## src/verilog/iap_pkg.sv

```systemverilog
// constants for the interrupt acknowledge, poll and trigger unit
// assumes one 125 MHz processor clock and a synchronous active-high reset
package iap_pkg;
	localparam logic [4:0] OFF_EOI     = 5'h02;
	localparam logic [4:0] OFF_POLL    = 5'h04;
	localparam logic [4:0] OFF_PEEK    = 5'h06;
	localparam logic [4:0] OFF_MASK    = 5'h08;
	localparam logic [4:0] OFF_PRIMASK = 5'h0A;
	localparam logic [4:0] OFF_INSERV  = 5'h0C;
	localparam logic [4:0] OFF_REQ     = 5'h0E;
	localparam logic [4:0] OFF_STATUS  = 5'h10;
	localparam logic [4:0] OFF_TCTL    = 5'h12;
	localparam logic [4:0] OFF_SCTL    = 5'h14;
	localparam logic [4:0] OFF_P4CTL   = 5'h16;
	localparam logic [4:0] OFF_P0CTL   = 5'h18;
	localparam logic [4:0] OFF_P1CTL   = 5'h1A;
	localparam logic [4:0] OFF_P2CTL   = 5'h1C;
	localparam logic [4:0] OFF_P3CTL   = 5'h1E;
	// source indices in request, mask and in-service words
	localparam int SRC_TMR = 0;
	localparam int SRC_SER = 1;
	localparam int SRC_P4  = 2;
	localparam int SRC_P0  = 3;
	localparam int SRC_P1  = 4;
	localparam int SRC_P2  = 5;
	localparam int SRC_P3  = 6;
	localparam int NSRC    = 7;
	// control word fields
	localparam int BIT_MSK  = 3;
	localparam int BIT_LVL  = 4;
	localparam int BIT_CAS  = 5;
	localparam int BIT_NESTED_SELF_PREEMPT_ENABLE = 6;
	localparam logic [2:0] PRI_RESET = 3'h7;
	localparam int POLL_VALID_BIT = 15;
	localparam int EOI_NONSPEC_BIT = 15;
	// fixed vector types
	localparam logic [7:0] TYPE_T0 = 8'h08;
	localparam logic [7:0] TYPE_T1 = 8'h12;
	localparam logic [7:0] TYPE_T2 = 8'h13;
	localparam logic [7:0] TYPE_RX = 8'h14;
	localparam logic [7:0] TYPE_TX = 8'h15;
	localparam logic [7:0] TYPE_P0 = 8'h0C;
	localparam logic [7:0] TYPE_P1 = 8'h0D;
	localparam logic [7:0] TYPE_P2 = 8'h0E;
	localparam logic [7:0] TYPE_P3 = 8'h0F;
	localparam logic [7:0] TYPE_P4 = 8'h11;
	// timing in clocks
	localparam logic [2:0] LAT_CLKS   = 3'h5;
	localparam logic [3:0] CASC_CLKS  = 4'hD;
	localparam logic [3:0] INTA_CLKS  = 4'h4;
	localparam logic [3:0] GAP_CLKS   = CASC_CLKS - INTA_CLKS - INTA_CLKS;
	typedef enum logic [1:0] {
		IAP_IDLE  = 2'b00,
		IAP_CASCADE_ACK_STROBE_1 = 2'b01,
		IAP_GAP   = 2'b10,
		IAP_INTA2 = 2'b11
	} iap_state_t;
endpackage

```

## src/verilog/iap_unit.sv

```systemverilog
// acknowledge, polling, trigger and register logic of the interrupt unit
// assumes core strobes and register accesses on ref_clk; pins are asynchronous
`timescale 1ns/10ps
module iap_unit
	import iap_pkg::*;
(
	input  wire logic        ref_clk,
	input  wire logic        reset,
	input  wire logic [4:0]  reg_addr,
	input  wire logic        reg_wr,
	input  wire logic        reg_rd,
	input  wire logic [15:0] reg_wdata,
	output logic      [15:0] reg_rdata,
	output logic             reg_rvalid,
	input  wire logic [2:0]  timer_irq,
	input  wire logic        serial_rx_irq,
	input  wire logic        serial_tx_irq,
	input  wire logic [4:0]  ext_irq_pins,
	output logic             cascade_ack_strobe_0_n,
	output logic             cascade_ack_strobe_0_oe,
	output logic             cascade_ack_strobe_1_n,
	output logic             cascade_ack_strobe_1_oe,
	output logic             core_int_req,
	input  wire logic        core_int_ack,
	output logic             vec_valid,
	output logic      [7:0]  vec_type,
	output logic             cascade_done
);

	// best pending source: lowest level, then lowest index
	function automatic logic [3:0] pick_best(input logic [6:0] pend, input logic [20:0] pri);
		logic [3:0] r;
		logic [2:0] bp;
		r = 4'h0;
		bp = 3'h7;
		for (int i = 0; i < NSRC; i++)
		begin
			if (pend[i] && (!r[3] || pri[i*3 +: 3] < bp))
			begin
				r = {1'b1, 3'(i)};
				bp = pri[i*3 +: 3];
			end
		end
		return r;
	endfunction

	function automatic logic [7:0] src_type(input logic [2:0] s, input logic [2:0] ts, input logic [1:0] ss);
		logic [7:0] t;
		t = TYPE_P3;
		unique case (s)
			3'(SRC_TMR): t = ts[0] ? TYPE_T0 : (ts[1] ? TYPE_T1 : TYPE_T2);
			3'(SRC_SER): t = ss[0] ? TYPE_RX : TYPE_TX;
			3'(SRC_P4):  t = TYPE_P4;
			3'(SRC_P0):  t = TYPE_P0;
			3'(SRC_P1):  t = TYPE_P1;
			3'(SRC_P2):  t = TYPE_P2;
			default:     t = TYPE_P3;
		endcase
		return t;
	endfunction

	logic [4:0]  sync1_reg;
	logic [4:0]  sync2_reg;
	logic [20:0] pri_reg;
	logic [6:0]  msk_reg;
	logic [4:0]  lvl_reg;
	logic [1:0]  cas_reg;
	logic [1:0]  nested_self_preempt_enable_reg;
	logic [2:0]  pmask_reg;
	logic [6:0]  isr_reg;
	logic [4:0]  ereq_reg;
	logic [4:0]  arm_reg;
	logic [2:0]  tstat_reg;
	logic [1:0]  sstat_reg;
	logic [2:0]  lat_reg;
	iap_state_t  state_reg;
	logic [3:0]  cnt_reg;
	logic        casc_src_reg;

	logic [4:0]  ext_lvl;
	logic [4:0]  ext_act;
	logic [4:0]  ext_set;
	logic [6:0]  pend;
	logic [6:0]  qual;
	logic [2:0]  isr_min;
	logic [3:0]  win;
	logic [3:0]  isr_top;
	logic [7:0]  win_type;
	logic        poll_rd;
	logic        ack_go;
	logic        casc_ack;
	logic [6:0]  ack_set;
	logic [6:0]  eoi_clr;
	logic [15:0] poll_word;

	function automatic logic wr_at(input logic [4:0] a, input logic [4:0] off, input logic w);
		return w && (a == off);
	endfunction

	// pin synchroniser
	always_ff @(posedge ref_clk)
	begin
		if (reset)
		begin
			sync1_reg <= 5'h00;
			sync2_reg <= 5'h00;
		end
		else
		begin
			sync1_reg <= ext_irq_pins;
			sync2_reg <= sync1_reg;
		end
	end

	// ext order: pin4, pin0, pin1, pin2, pin3
	assign ext_lvl = {sync2_reg[3], sync2_reg[2], sync2_reg[1], sync2_reg[0], sync2_reg[4]};
	assign ext_act = ext_lvl & {~cas_reg[1], ~cas_reg[0], 3'b111};
	assign ext_set = ext_act & (lvl_reg | arm_reg);

	assign pend = {ereq_reg, |sstat_reg, |tstat_reg};

	always_comb
	begin
		isr_min = 3'h7;
		for (int i = 0; i < NSRC; i++)
		begin
			if (isr_reg[i] && pri_reg[i*3 +: 3] < isr_min)
			begin
				isr_min = pri_reg[i*3 +: 3];
			end
		end
		for (int i = 0; i < NSRC; i++)
		begin
			qual[i] = pend[i] && !msk_reg[i] && (pri_reg[i*3 +: 3] <= pmask_reg)
				&& (pri_reg[i*3 +: 3] <= isr_min);
		end
		qual[SRC_P0] = qual[SRC_P0] && (!isr_reg[SRC_P0] || nested_self_preempt_enable_reg[0]);
		qual[SRC_P1] = qual[SRC_P1] && (!isr_reg[SRC_P1] || nested_self_preempt_enable_reg[1]);
		for (int i = 0; i < SRC_P0; i++)
		begin
			qual[i] = qual[i] && !isr_reg[i];
		end
		for (int i = SRC_P2; i < NSRC; i++)
		begin
			qual[i] = qual[i] && !isr_reg[i];
		end
	end

	assign win      = pick_best(qual, pri_reg);
	assign isr_top  = pick_best(isr_reg, pri_reg);
	assign win_type = src_type(win[2:0], tstat_reg, sstat_reg);
	assign poll_rd  = reg_rd && (reg_addr == OFF_POLL);
	assign ack_go   = win[3] && (poll_rd || (core_int_ack && state_reg == IAP_IDLE));
	assign casc_ack = win[3] && core_int_ack && !poll_rd && state_reg == IAP_IDLE
		&& ((win[2:0] == 3'(SRC_P0) && cas_reg[0]) || (win[2:0] == 3'(SRC_P1) && cas_reg[1]));
	assign poll_word = win[3] ? {1'b1, 7'h00, win_type} : 16'h0000;

	always_comb
	begin
		ack_set = 7'h00;
		eoi_clr = 7'h00;
		if (ack_go)
		begin
			ack_set[win[2:0]] = 1'b1;
		end
		if (wr_at(reg_addr, OFF_EOI, reg_wr))
		begin
			if (reg_wdata[EOI_NONSPEC_BIT])
			begin
				eoi_clr[isr_top[2:0]] = isr_top[3];
			end
			else
			begin
				for (int i = 0; i < NSRC; i++)
				begin
					if (src_type(3'(i), 3'h1, 2'h1) == reg_wdata[7:0]
						|| (i == SRC_TMR && (reg_wdata[7:0] == TYPE_T1 || reg_wdata[7:0] == TYPE_T2))
						|| (i == SRC_SER && reg_wdata[7:0] == TYPE_TX))
					begin
						eoi_clr[i] = 1'b1;
					end
				end
			end
		end
	end

	// control registers; mask bit has one store for both views
	always_ff @(posedge ref_clk)
	begin
		if (reset)
		begin
			pri_reg   <= {7{PRI_RESET}};
			msk_reg   <= 7'h7F;
			lvl_reg   <= 5'h00;
			cas_reg   <= 2'h0;
			nested_self_preempt_enable_reg  <= 2'h0;
			pmask_reg <= PRI_RESET;
		end
		else if (reg_wr)
		begin
			unique case (reg_addr)
				OFF_MASK:    msk_reg <= reg_wdata[6:0];
				OFF_PRIMASK: pmask_reg <= reg_wdata[2:0];
				OFF_TCTL, OFF_SCTL, OFF_P4CTL, OFF_P0CTL, OFF_P1CTL, OFF_P2CTL, OFF_P3CTL:
				begin
					pri_reg[(reg_addr[3:1] - 3'h1)*3 +: 3] <= reg_wdata[2:0];
					msk_reg[reg_addr[3:1] - 3'h1] <= reg_wdata[BIT_MSK];
					if (reg_addr >= OFF_P4CTL)
					begin
						lvl_reg[reg_addr[3:1] - 3'h3] <= reg_wdata[BIT_LVL];
					end
					if (reg_addr == OFF_P0CTL || reg_addr == OFF_P1CTL)
					begin
						cas_reg[reg_addr[1]]  <= reg_wdata[BIT_CAS];
						nested_self_preempt_enable_reg[reg_addr[1]] <= reg_wdata[BIT_NESTED_SELF_PREEMPT_ENABLE];
					end
				end
				default: ;
			endcase
		end
	end

	// pending state; a new event wins over a clear in the same cycle
	always_ff @(posedge ref_clk)
	begin
		if (reset)
		begin
			ereq_reg  <= 5'h00;
			arm_reg   <= 5'h00;
			tstat_reg <= 3'h0;
			sstat_reg <= 2'h0;
			isr_reg   <= 7'h00;
		end
		else
		begin
			for (int j = 0; j < 5; j++)
			begin
				if (lvl_reg[j])
				begin
					ereq_reg[j] <= ext_act[j];
				end
				else if (wr_at(reg_addr, OFF_REQ, reg_wr))
				begin
					ereq_reg[j] <= reg_wdata[j+2] | ext_set[j];
				end
				else
				begin
					ereq_reg[j] <= ext_set[j] | (ereq_reg[j] & ~ack_set[j+2]);
				end
				arm_reg[j] <= !ext_act[j] || (arm_reg[j] && !ext_set[j]);
			end
			if (wr_at(reg_addr, OFF_STATUS, reg_wr))
			begin
				tstat_reg <= reg_wdata[2:0] | timer_irq;
				sstat_reg <= reg_wdata[4:3] | {serial_tx_irq, serial_rx_irq};
			end
			else
			begin
				tstat_reg <= timer_irq | (tstat_reg & ~((ack_set[SRC_TMR] ? 3'h1 : 3'h0)
					<< (tstat_reg[0] ? 2'd0 : (tstat_reg[1] ? 2'd1 : 2'd2))));
				sstat_reg <= {serial_tx_irq, serial_rx_irq} | (sstat_reg & ~((ack_set[SRC_SER] ? 2'h1 : 2'h0)
					<< (sstat_reg[0] ? 1'b0 : 1'b1)));
			end
			if (wr_at(reg_addr, OFF_INSERV, reg_wr))
			begin
				isr_reg <= reg_wdata[6:0] | ack_set;
			end
			else
			begin
				isr_reg <= (isr_reg & ~eoi_clr) | ack_set;
			end
		end
	end

	// latency counter to the core request
	always_ff @(posedge ref_clk)
	begin
		if (reset)
		begin
			lat_reg      <= 3'h0;
			core_int_req <= 1'b0;
		end
		else if (!win[3] || ack_go || state_reg != IAP_IDLE)
		begin
			lat_reg      <= 3'h0;
			core_int_req <= 1'b0;
		end
		else
		begin
			lat_reg      <= (lat_reg == LAT_CLKS) ? LAT_CLKS : lat_reg + 3'h1;
			core_int_req <= (lat_reg >= LAT_CLKS - 3'h1);
		end
	end

	// vector hand-over or cascade acknowledge sequence
	always_ff @(posedge ref_clk)
	begin
		if (reset)
		begin
			state_reg    <= IAP_IDLE;
			cnt_reg      <= 4'h0;
			casc_src_reg <= 1'b0;
			vec_valid    <= 1'b0;
			vec_type     <= 8'h00;
			cascade_done <= 1'b0;
		end
		else
		begin
			vec_valid    <= 1'b0;
			cascade_done <= 1'b0;
			unique case (state_reg)
				IAP_IDLE:
				begin
					cnt_reg <= 4'h0;
					if (casc_ack)
					begin
						state_reg    <= IAP_CASCADE_ACK_STROBE_1;
						casc_src_reg <= win[0] ? 1'b0 : 1'b1;
					end
					else if (ack_go && core_int_ack && !poll_rd)
					begin
						vec_valid <= 1'b1;
						vec_type  <= win_type;
					end
				end
				IAP_CASCADE_ACK_STROBE_1:
				begin
					cnt_reg <= cnt_reg + 4'h1;
					if (cnt_reg == INTA_CLKS - 4'h1)
					begin
						state_reg <= IAP_GAP;
						cnt_reg   <= 4'h0;
					end
				end
				IAP_GAP:
				begin
					cnt_reg <= cnt_reg + 4'h1;
					if (cnt_reg == GAP_CLKS - 4'h1)
					begin
						state_reg <= IAP_INTA2;
						cnt_reg   <= 4'h0;
					end
				end
				IAP_INTA2:
				begin
					cnt_reg <= cnt_reg + 4'h1;
					if (cnt_reg == INTA_CLKS - 4'h1)
					begin
						state_reg    <= IAP_IDLE;
						cnt_reg      <= 4'h0;
						cascade_done <= 1'b1;
					end
				end
			endcase
		end
	end

	// strobes follow the acknowledge cycles, registered
	always_ff @(posedge ref_clk)
	begin
		if (reset)
		begin
			cascade_ack_strobe_0_n  <= 1'b1;
			cascade_ack_strobe_1_n  <= 1'b1;
			cascade_ack_strobe_0_oe <= 1'b0;
			cascade_ack_strobe_1_oe <= 1'b0;
		end
		else
		begin
			cascade_ack_strobe_0_oe <= cas_reg[0];
			cascade_ack_strobe_1_oe <= cas_reg[1];
			cascade_ack_strobe_0_n  <= !((casc_ack && win[2:0] == 3'(SRC_P0))
				|| ((state_reg == IAP_CASCADE_ACK_STROBE_1 || state_reg == IAP_INTA2) && !casc_src_reg
				&& !(cnt_reg == INTA_CLKS - 4'h1))
				|| (state_reg == IAP_GAP && cnt_reg == GAP_CLKS - 4'h1 && !casc_src_reg));
			cascade_ack_strobe_1_n  <= !((casc_ack && win[2:0] == 3'(SRC_P1))
				|| ((state_reg == IAP_CASCADE_ACK_STROBE_1 || state_reg == IAP_INTA2) && casc_src_reg
				&& !(cnt_reg == INTA_CLKS - 4'h1))
				|| (state_reg == IAP_GAP && cnt_reg == GAP_CLKS - 4'h1 && casc_src_reg));
		end
	end

	// register reads, answer one cycle later
	always_ff @(posedge ref_clk)
	begin
		if (reset)
		begin
			reg_rdata  <= 16'h0000;
			reg_rvalid <= 1'b0;
		end
		else
		begin
			reg_rvalid <= reg_rd;
			reg_rdata  <= 16'h0000;
			if (reg_rd)
			begin
				unique case (reg_addr)
					OFF_POLL, OFF_PEEK: reg_rdata <= poll_word;
					OFF_MASK:    reg_rdata <= {9'h000, msk_reg};
					OFF_PRIMASK: reg_rdata <= {13'h0000, pmask_reg};
					OFF_INSERV:  reg_rdata <= {9'h000, isr_reg};
					OFF_REQ:     reg_rdata <= {9'h000, pend};
					OFF_STATUS:  reg_rdata <= {11'h000, sstat_reg, tstat_reg};
					OFF_TCTL, OFF_SCTL:
						reg_rdata <= {12'h000, msk_reg[reg_addr[3:1] - 3'h1],
							pri_reg[(reg_addr[3:1] - 3'h1)*3 +: 3]};
					OFF_P4CTL, OFF_P2CTL, OFF_P3CTL:
						reg_rdata <= {11'h000, lvl_reg[reg_addr[3:1] - 3'h3], msk_reg[reg_addr[3:1] - 3'h1],
							pri_reg[(reg_addr[3:1] - 3'h1)*3 +: 3]};
					OFF_P0CTL, OFF_P1CTL:
						reg_rdata <= {9'h000, nested_self_preempt_enable_reg[reg_addr[1]], cas_reg[reg_addr[1]],
							lvl_reg[reg_addr[3:1] - 3'h3], msk_reg[reg_addr[3:1] - 3'h1],
							pri_reg[(reg_addr[3:1] - 3'h1)*3 +: 3]};
					default:     reg_rdata <= 16'h0000;
				endcase
			end
		end
	end

endmodule

```

## config.mk

```make
export PLATFORM = sky130hd
export DESIGN_NAME = iap_unit
export DESIGN_NICKNAME = d
export VERILOG_FILES = /design/src/verilog/iap_pkg.sv /design/src/verilog/iap_unit.sv
export SDC_FILE = /design/constraint.sdc
export NUM_CORES = 1
export LEC_CHECK = 0
export BUFFER_PORTS_ARGS = -buffer_cell sky130_fd_sc_hd__buf_2
export CAP_MARGIN = 25
export CELL_PAD_IN_SITES_DETAIL_PLACEMENT = 2
export CELL_PAD_IN_SITES_GLOBAL_PLACEMENT = 2
export CORE_MARGIN = 4
export CORE_UTILIZATION = 36
export DETAILED_ROUTE_END_ITERATION = 7
export GPL_ROUTABILITY_DRIVEN = 0
export GPL_TIMING_DRIVEN = 0
export PLACE_DENSITY = 0.83
export SYNTH_ARGS = -nofsm -noshare
export SYNTH_HDL_FRONTEND = slang
export SYNTH_SLANG_ARGS = --single-unit
```

## constraint.sdc

```tcl
create_clock -name ref_clk -period 13.8 [get_ports ref_clk]
set_clock_uncertainty 0.05 [all_clocks]
set_input_delay 2.76 -clock ref_clk [delete_from_list [all_inputs] [get_ports ref_clk]]
set_output_delay 2.76 -clock ref_clk [all_outputs]
set_load 0.02 [all_outputs]
```

==> summary.md, run 1 <==
| Metric | Value |
|---|---|
| Unrepaired setup endpoints after global routing | no |
| Synth area leaders | dfxtp_1 (21%), ha_1 (9.6%), nand2_1 (5.7%) |
| Hold Path Class | flip-flop to flip-flop |
| CP Launch Point | isr_reg[1]$_SDFF_PP0_ |
| Capturing point of the worst reg2reg path | vec_type[2]$_SDFFE_PP0P_ |
| Via density per instance | 6.537 |
| Flop-to-flop setup slack | 0.88 ns |
| Critical path required time | 14.02 ns |
| Status | finished, final reports clean |
| Slew margin rel. | 0.2624 |
| Slowest CP cell | o41ai_2 |
| Drt first pass iters | 5 |
| Inserted Diodes | 0 |
| Unique masters post-synth | 95 |
| Die W | 172.6 µm |
| CP Capture Type | flip-flop |
| Met3 WL | 2.940 mm |
| Initial antenna violation count | 1 |
| Root Driver | clkbuf_16 |
| WL met1 | 20.20 mm |
| Final number of hold-violating endpoints | 0 |
| Post-DP Area | 10440 µm² |
| Count leader, synth | nand2_1 |
| Vias in the first global route | 12057 |
| LEAKAGE | 4.314 nW |
| Share of cells above drive strength 1 | 0.08181 |
| Slew Limit Fails | 0 |
| Top-area cell type share of the netlist area | 0.2115 |
| Final net count | 1526 |
| Setup total negative slack | 0 ns |
| Initial DRC Count | 871 |
| Highest Signal Layer | met5 |
| Register Area | 2062 µm² |
| Clock buffer depth | 2 |
| WP data arrival | 13.14 ns |
| P&R area growth vs syn | 10.51% |
| R2R depth | 44 |
| Final WL | 46.62 mm |
| Final Cell Area | 10770 µm² |
| First-pass GRT wire length | 72.24 mm |
| Synth area leader | dfxtp_1 |
| Ys flop type | dfxtp_1 |
| Period utilization | 0.9363 |
| Hpwl dp | 36.28 mm |
| Flip-flop count of the largest register after layout | 21 |
| Synth Area per Inst | 7.253 µm² |
| Largest net degree at the start of global routing | 23 |
| Critical path type | flip-flop to flip-flop |
| Synthesized cell area | 9748 µm² |
| Core Footprint | 26350 µm² |
| Antenna viol nets, final | 0 |
| Crit-path max FO | 10 |
| Power per Cell Area | 76.64 nW/µm² |
| CTS tree | done |
| Max Cap Viol | 0 |
| CP Launch Type | flip-flop |
| Setup violators final | 0 |
| CTS sink cnt | 103 |
| Global Route Usage Sum | 0.3027 |
| Fmax | 0.07740 GHz |
| Number of CTS-inserted buffers | 9 |
| Ys Warns | 0 |
| Clk slew on worst S/H paths | 0.09 ns |
| CP most frequent cell | nand2_1 |
| Grt total ovfl | 0 |
| Slew @ Worst Pin | 1.093 ns |
| Synth top cells by count | nand2_1 (148), nor2_1 (135), dfxtp_1 (103) |
| Crit-path max cell delay | 0.67 ns |
| Reg2reg start | isr_reg[1]$_SDFF_PP0_ |
| Row count | 59 |
| Met2 Wirelength | 21.56 mm |
| Die H | 172.6 µm |
| Synthesized flop and latch total | 103 |
| HP Start | sync2_reg[4]$_SDFF_PP0_ |
| Seq/Total Area, Yosys | 0.2115 |
| IO Count | 68 |
| Via count | 11460 |
| Fillers | 3142 |
| Worst-Skew Late Latency | 0.38 ns |
| Die area | 29780 µm² |
| Number of enable flip-flop cells after synthesis | 0 |
| Min Tclk post-route | 12.92 ns |
| Area of the multi-input gates | 7123 µm² |
| Fraction of registers with async set/reset | 0 |
| Syn Inst Count | 1344 |
| Initial core utilization | 0.3699 |
| Port bufs | 46 |
| Drc violations | 0 |
| End point of the critical path | vec_type[2]$_SDFFE_PP0P_ |
| Routed WL per cell | 26.60 µm |
| VDD IR max | 0.00005787 V |
| # H-tree levels | 3 |
layout by cell type, fill, tap and decap left out, types with 15 or more instances in the layout:
master	count
a211oi_1	15
a21oi_1	94
a22oi_1	16
a31oi_1	26
and3_1	15
buf_2	50
clkbuf_1	61
dfxtp_1	103
ha_1	75
inv_1	61
mux2i_1	28
nand2_1	148
nand2b_1	20
nand3_1	52
nand4_1	17
nor2_1	135
nor2b_1	36
nor3_1	40
o211ai_1	29
o21ai_0	87
o31ai_1	15
stage by stage:
step	hold WS [ns]	total power [mW]	std cells	util	worst slack (ns)
3_5_place_dp	0.3514	0.5420	1735	0.3960	0.7169
3_3_place_gp	0.3426	0.5320	1735	0.3960	1.211
4_1_cts	0.3650	0.8205	1751	0.4080	0.6468
6_report	0.3583	0.8256	1753	0.4088	0.8795
5_1_grt	0.3817	0.8599	1753	0.4088	0.1273
2_1_floorplan	0.3299	0.4637	1354	-	3.919
cell families (layout without fill, tap and decap cells):
family                   after synthesis  in the layout  synth area share
buffers and inverters                146            210           0.06276
AND/OR/NAND/NOR                      540            540            0.2689
flip-flops                           103            103            0.2115
AO/OA/AOI/OAI                        421            421            0.2929
XOR/XNOR                              12             12           0.01078
adder cells (fa/ha/maj)               79             79            0.1024
multiplexers                          42             42           0.05032
other                                  1             11         0.0003847
critical path, delay by kind of cell (launching register included):
family                   cells  cell delay (ns)
flip-flops                   1             0.32
AND/OR/NAND/NOR             11             2.09
AO/OA/AOI/OAI               22             6.55
buffers and inverters        3             0.92
multiplexers                 5             1.90
adder cells (fa/ha/maj)      3             0.95
layout make-up:
class                           instances  share of cell area
Multi-Input combinational cell       1105              0.6612
Buffer                                 81             0.03415
Clock inverter                          7            0.008479
Sequential cell                       103              0.1914
Clock buffer                            9             0.02091
Inverter                               65             0.02265
Timing Repair Buffer                   48             0.02230
Tap cell                              335             0.03891
power breakdown:
group | total, mW | leakage, nW | switching (mW) | internal [mW]
registers | 0.314 | 0.839 | 0.00930 | 0.305
logic | 0.230 | 3.32 | 0.160 | 0.0700
clock network | 0.282 | 0.155 | 0.149 | 0.133
total | 0.826 | 4.31 | 0.318 | 0.508
how the worst min path moves through the flow:
stage	to	cells after the start
finish	arm_reg[0]$_SDFF_PP0_	1
global placement	arm_reg[0]$_SDFF_PP0_	1
global route	arm_reg[0]$_SDFF_PP0_	1
CTS	arm_reg[0]$_SDFF_PP0_	1
detailed placement	arm_reg[0]$_SDFF_PP0_	1
floorplan	arm_reg[0]$_SDFF_PP0_	1
what timing repair did:
| action | 4_1_cts | 5_1_grt |
|---|---|---|
| endpoints found under the setup margin | 0 | 15 |
| gates resized for setup | 0 | 2 |
| hold buffers | 0 | 0 |
| buffers inserted | 0 | 0 |
per-layer routing:
metal,track usage,up-vias
li1,-,5104
met1,0.3906,5819
met2,0.5010,424
met3,0.05502,111
met4,0.1251,2
met5,0,-
(Power assumes the default switching activity.)
==> run 2: changes to the inputs <==
--- a/config.mk
+++ b/config.mk
@@ -10,11 +10,11 @@
 export CELL_PAD_IN_SITES_DETAIL_PLACEMENT = 2
 export CELL_PAD_IN_SITES_GLOBAL_PLACEMENT = 2
 export CORE_MARGIN = 4
-export CORE_UTILIZATION = 36
+export CORE_UTILIZATION = 33
 export DETAILED_ROUTE_END_ITERATION = 7
 export GPL_ROUTABILITY_DRIVEN = 0
 export GPL_TIMING_DRIVEN = 0
-export PLACE_DENSITY = 0.83
+export PLACE_DENSITY = 0.8
 export SYNTH_ARGS = -nofsm -noshare
 export SYNTH_HDL_FRONTEND = slang
 export SYNTH_SLANG_ARGS = --single-unit
==> constraint.sdc (replaced) <==
create_clock -name ref_clk -period 11.1 [get_ports ref_clk]
set_clock_uncertainty 0.05 [all_clocks]
set_input_delay 2.22 -clock ref_clk [delete_from_list [all_inputs] [get_ports ref_clk]]
set_output_delay 2.22 -clock ref_clk [all_outputs]
set_load 0.02 [all_outputs]
==> summary.md, run 2 (synthesis results as in run 1) <==
| Metric | Value |
|---|---|
| Final net count | 1536 |
| Hold Path Class | flip-flop to flip-flop |
| Most frequent cells in the layout | nand2_1 (147), nor2_1 (133), dfxtp_1 (102), a21oi_1 (93), o21ai_0 (84) |
| CTS tree | done |
| Reg2reg start | pri_reg[2]$_SDFFE_PP1P_ |
| Die area | 32350 µm² |
| Fmax | 0.09110 GHz |
| CTS sink cnt | 103 |
| Cts hold-fix bufs | 0 |
| Final number of hold-violating endpoints | 0 |
| Hpwl dp | 36.30 mm |
| Share of cells above drive strength 1 | 0.1176 |
| Slew @ Worst Pin | 1.071 ns |
| WP data arrival | 11.19 ns |
| Via count | 11491 |
| Initial DRC Count | 915 |
| Die W | 179.9 µm |
| Largest net degree at the start of global routing | 23 |
| Sw Pwr | 398.1 µW |
| Slew margin rel. | 0.2767 |
| R2R depth | 46 |
| Routed WL per cell | 26.37 µm |
| Fillers | 3453 |
| Net Sw Frac | 0.3865 |
| Hold Crit Depth | 1 |
| Grt total ovfl | 0 |
| Setup violators final | 0 |
| Fin cells | 1812 |
| Worst-Skew Late Latency | 0.37 ns |
| Placed cells | 1785 |
| Via density per instance | 6.342 |
| Power per Cell Area | 92.00 nW/µm² |
| Port bufs | 46 |
| Crit-path max FO | 10 |
| Global Route Usage Sum | 0.2792 |
| Inserted Diodes | 0 |
| Crit-path max cell delay | 0.58 ns |
| Combinational power share | 0.283 |
| Slowest CP cell | or4_1 |
| First-pass GRT wire length | 71.68 mm |
| Critical path type | flip-flop to flip-flop |
| P&R area growth vs syn | 14.86% |
| Internal power | 632.0 µW |
| Root Driver | clkbuf_16 |
| Vias in the first global route | 11955 |
| Capturing point of the worst reg2reg path | vec_type[2]$_SDFFE_PP0P_ |
| Flip-flop count of the largest register after layout | 21 |
| Final WL | 47.78 mm |
| Commonest non-fill, non-tap cell in the layout | nand2_1 |
| CP most frequent cell | ha_1 |
| Drt first pass iters | 6 |
| Core Footprint | 28940 µm² |
| Die H | 179.9 µm |
| Min Tclk post-route | 10.98 ns |
| Unrepaired setup endpoints after global routing | yes |
| Worst hold path endpoint | arm_reg[1]$_SDFF_PP0_ |
| # H-tree levels | 3 |
| Area of the multi-input gates | 7392 µm² |
| Drc violations | 0 |
| Initial antenna violation count | 0 |
| Setup ws final | 0.1234 ns |
| Row count | 62 |
| Initial core utilization | 0.3369 |
| Worst slack, placed | -1.806 ns |
| Final core utilization | 0.3870 |
| Flop pwr share | 0.379 |
| Status | finished, final reports clean |
| Clock buffer depth | 2 |
| Period utilization | 0.9889 |
| Clk slew on worst S/H paths | 0.09 ns |
| Critical path required time | 11.32 ns |
| CP Capture Type | flip-flop |
| Register Area | 2063 µm² |
| VDD IR max | 0.00007434 V |
| Worst Hold Margin | 0.3679 ns |
| Max Cap Viol | 0 |
| Antenna viol nets, final | 0 |
| Clock network power share | 0.338 |
| Setup total negative slack | 0 ns |
| IO Count | 68 |
| Slew Limit Fails | 0 |
| CP Launch Type | flip-flop |
| Flop-to-flop setup slack | 0.12 ns |
| LEAKAGE | 4.392 nW |
| Number of CTS-inserted buffers | 9 |
| HP Start | sync2_reg[0]$_SDFF_PP0_ |
-- run 2: cell type report --
cell class | count | share of cell area
multi-input combinational | 1105 | 0.6602
sequential | 103 | 0.1843
tap | 384 | 0.04291
buffer | 80 | 0.03319
timing repair buffer | 59 | 0.02905
inverter | 65 | 0.02213
clock buffer | 9 | 0.02011
clock inverter | 7 | 0.008157
-- run 2: worst max-delay path by stage --
stage          depth (start not counted)  slack (ns)                     from                  endpoint
4_1_cts                               47        0.10  pri_reg[2]$_SDFFE_PP1P_  vec_type[2]$_SDFFE_PP0P_
2_1_floorplan                         44        1.22  pri_reg[2]$_SDFFE_PP1P_  vec_type[2]$_SDFFE_PP0P_
6_report                              46        0.12  pri_reg[2]$_SDFFE_PP1P_  vec_type[2]$_SDFFE_PP0P_
3_3_place_gp                          43       -1.37    isr_reg[1]$_SDFF_PP0_  vec_type[2]$_SDFFE_PP0P_
5_1_grt                               49       -0.25  pri_reg[2]$_SDFFE_PP1P_  vec_type[4]$_SDFFE_PP0P_
3_5_place_dp                          44       -1.81    isr_reg[1]$_SDFF_PP0_  vec_type[2]$_SDFFE_PP0P_
-- run 2: worst max-delay path: cells and delay by family, from the launching register on --
| kind | cells | cell delay [ns] |
|---|---|---|
| muxes | 6 | 1.86 |
| buffers and inverters | 4 | 0.75 |
| adders and majority gates | 3 | 0.87 |
| AOI/OAI and AO/OA | 20 | 4.33 |
| DFF | 1 | 0.40 |
| and+or+nand+nor | 13 | 2.59 |
-- run 2: power by group through the flow --
stage | Combinational, mW | Clock (mW) | Sequential (mW)
floorplan | 0.182 | 0 | 0.394
global placement | 0.265 | 0 | 0.398
detailed placement | 0.276 | 0 | 0.398
CTS | 0.280 | 0.354 | 0.390
global route | 0.312 | 0.369 | 0.391
finish | 0.291 | 0.348 | 0.391
-- run 2: timing repair --
item                                   in CTS  in global routing
cloned                                      0                  0
resized for setup                          24                 37
endpoints found under the hold margin       0                  0
pin swaps                                   3                  6
setup endpoints to repair                  33                 33
setup buffers                               3                  8
-- run 2: through the flow --
step                      total power, mW  instance area, µm²
final                               1.030               11200
after global placement             0.6631               10500
after floorplan                    0.5765                9786
after detailed placement           0.6740               10500
after CTS                           1.024               10950
after global routing                1.073               11200
-- run 2: per-layer routing --
layer  share of wire  GRT usage  vias to the layer above
met4           0.045     0.1247                        0
met1            0.43     0.3628                     5807
met5               0          0                        -
met3           0.054    0.03719                      124
met2            0.47     0.4624                      445
li1                -          -                     5115
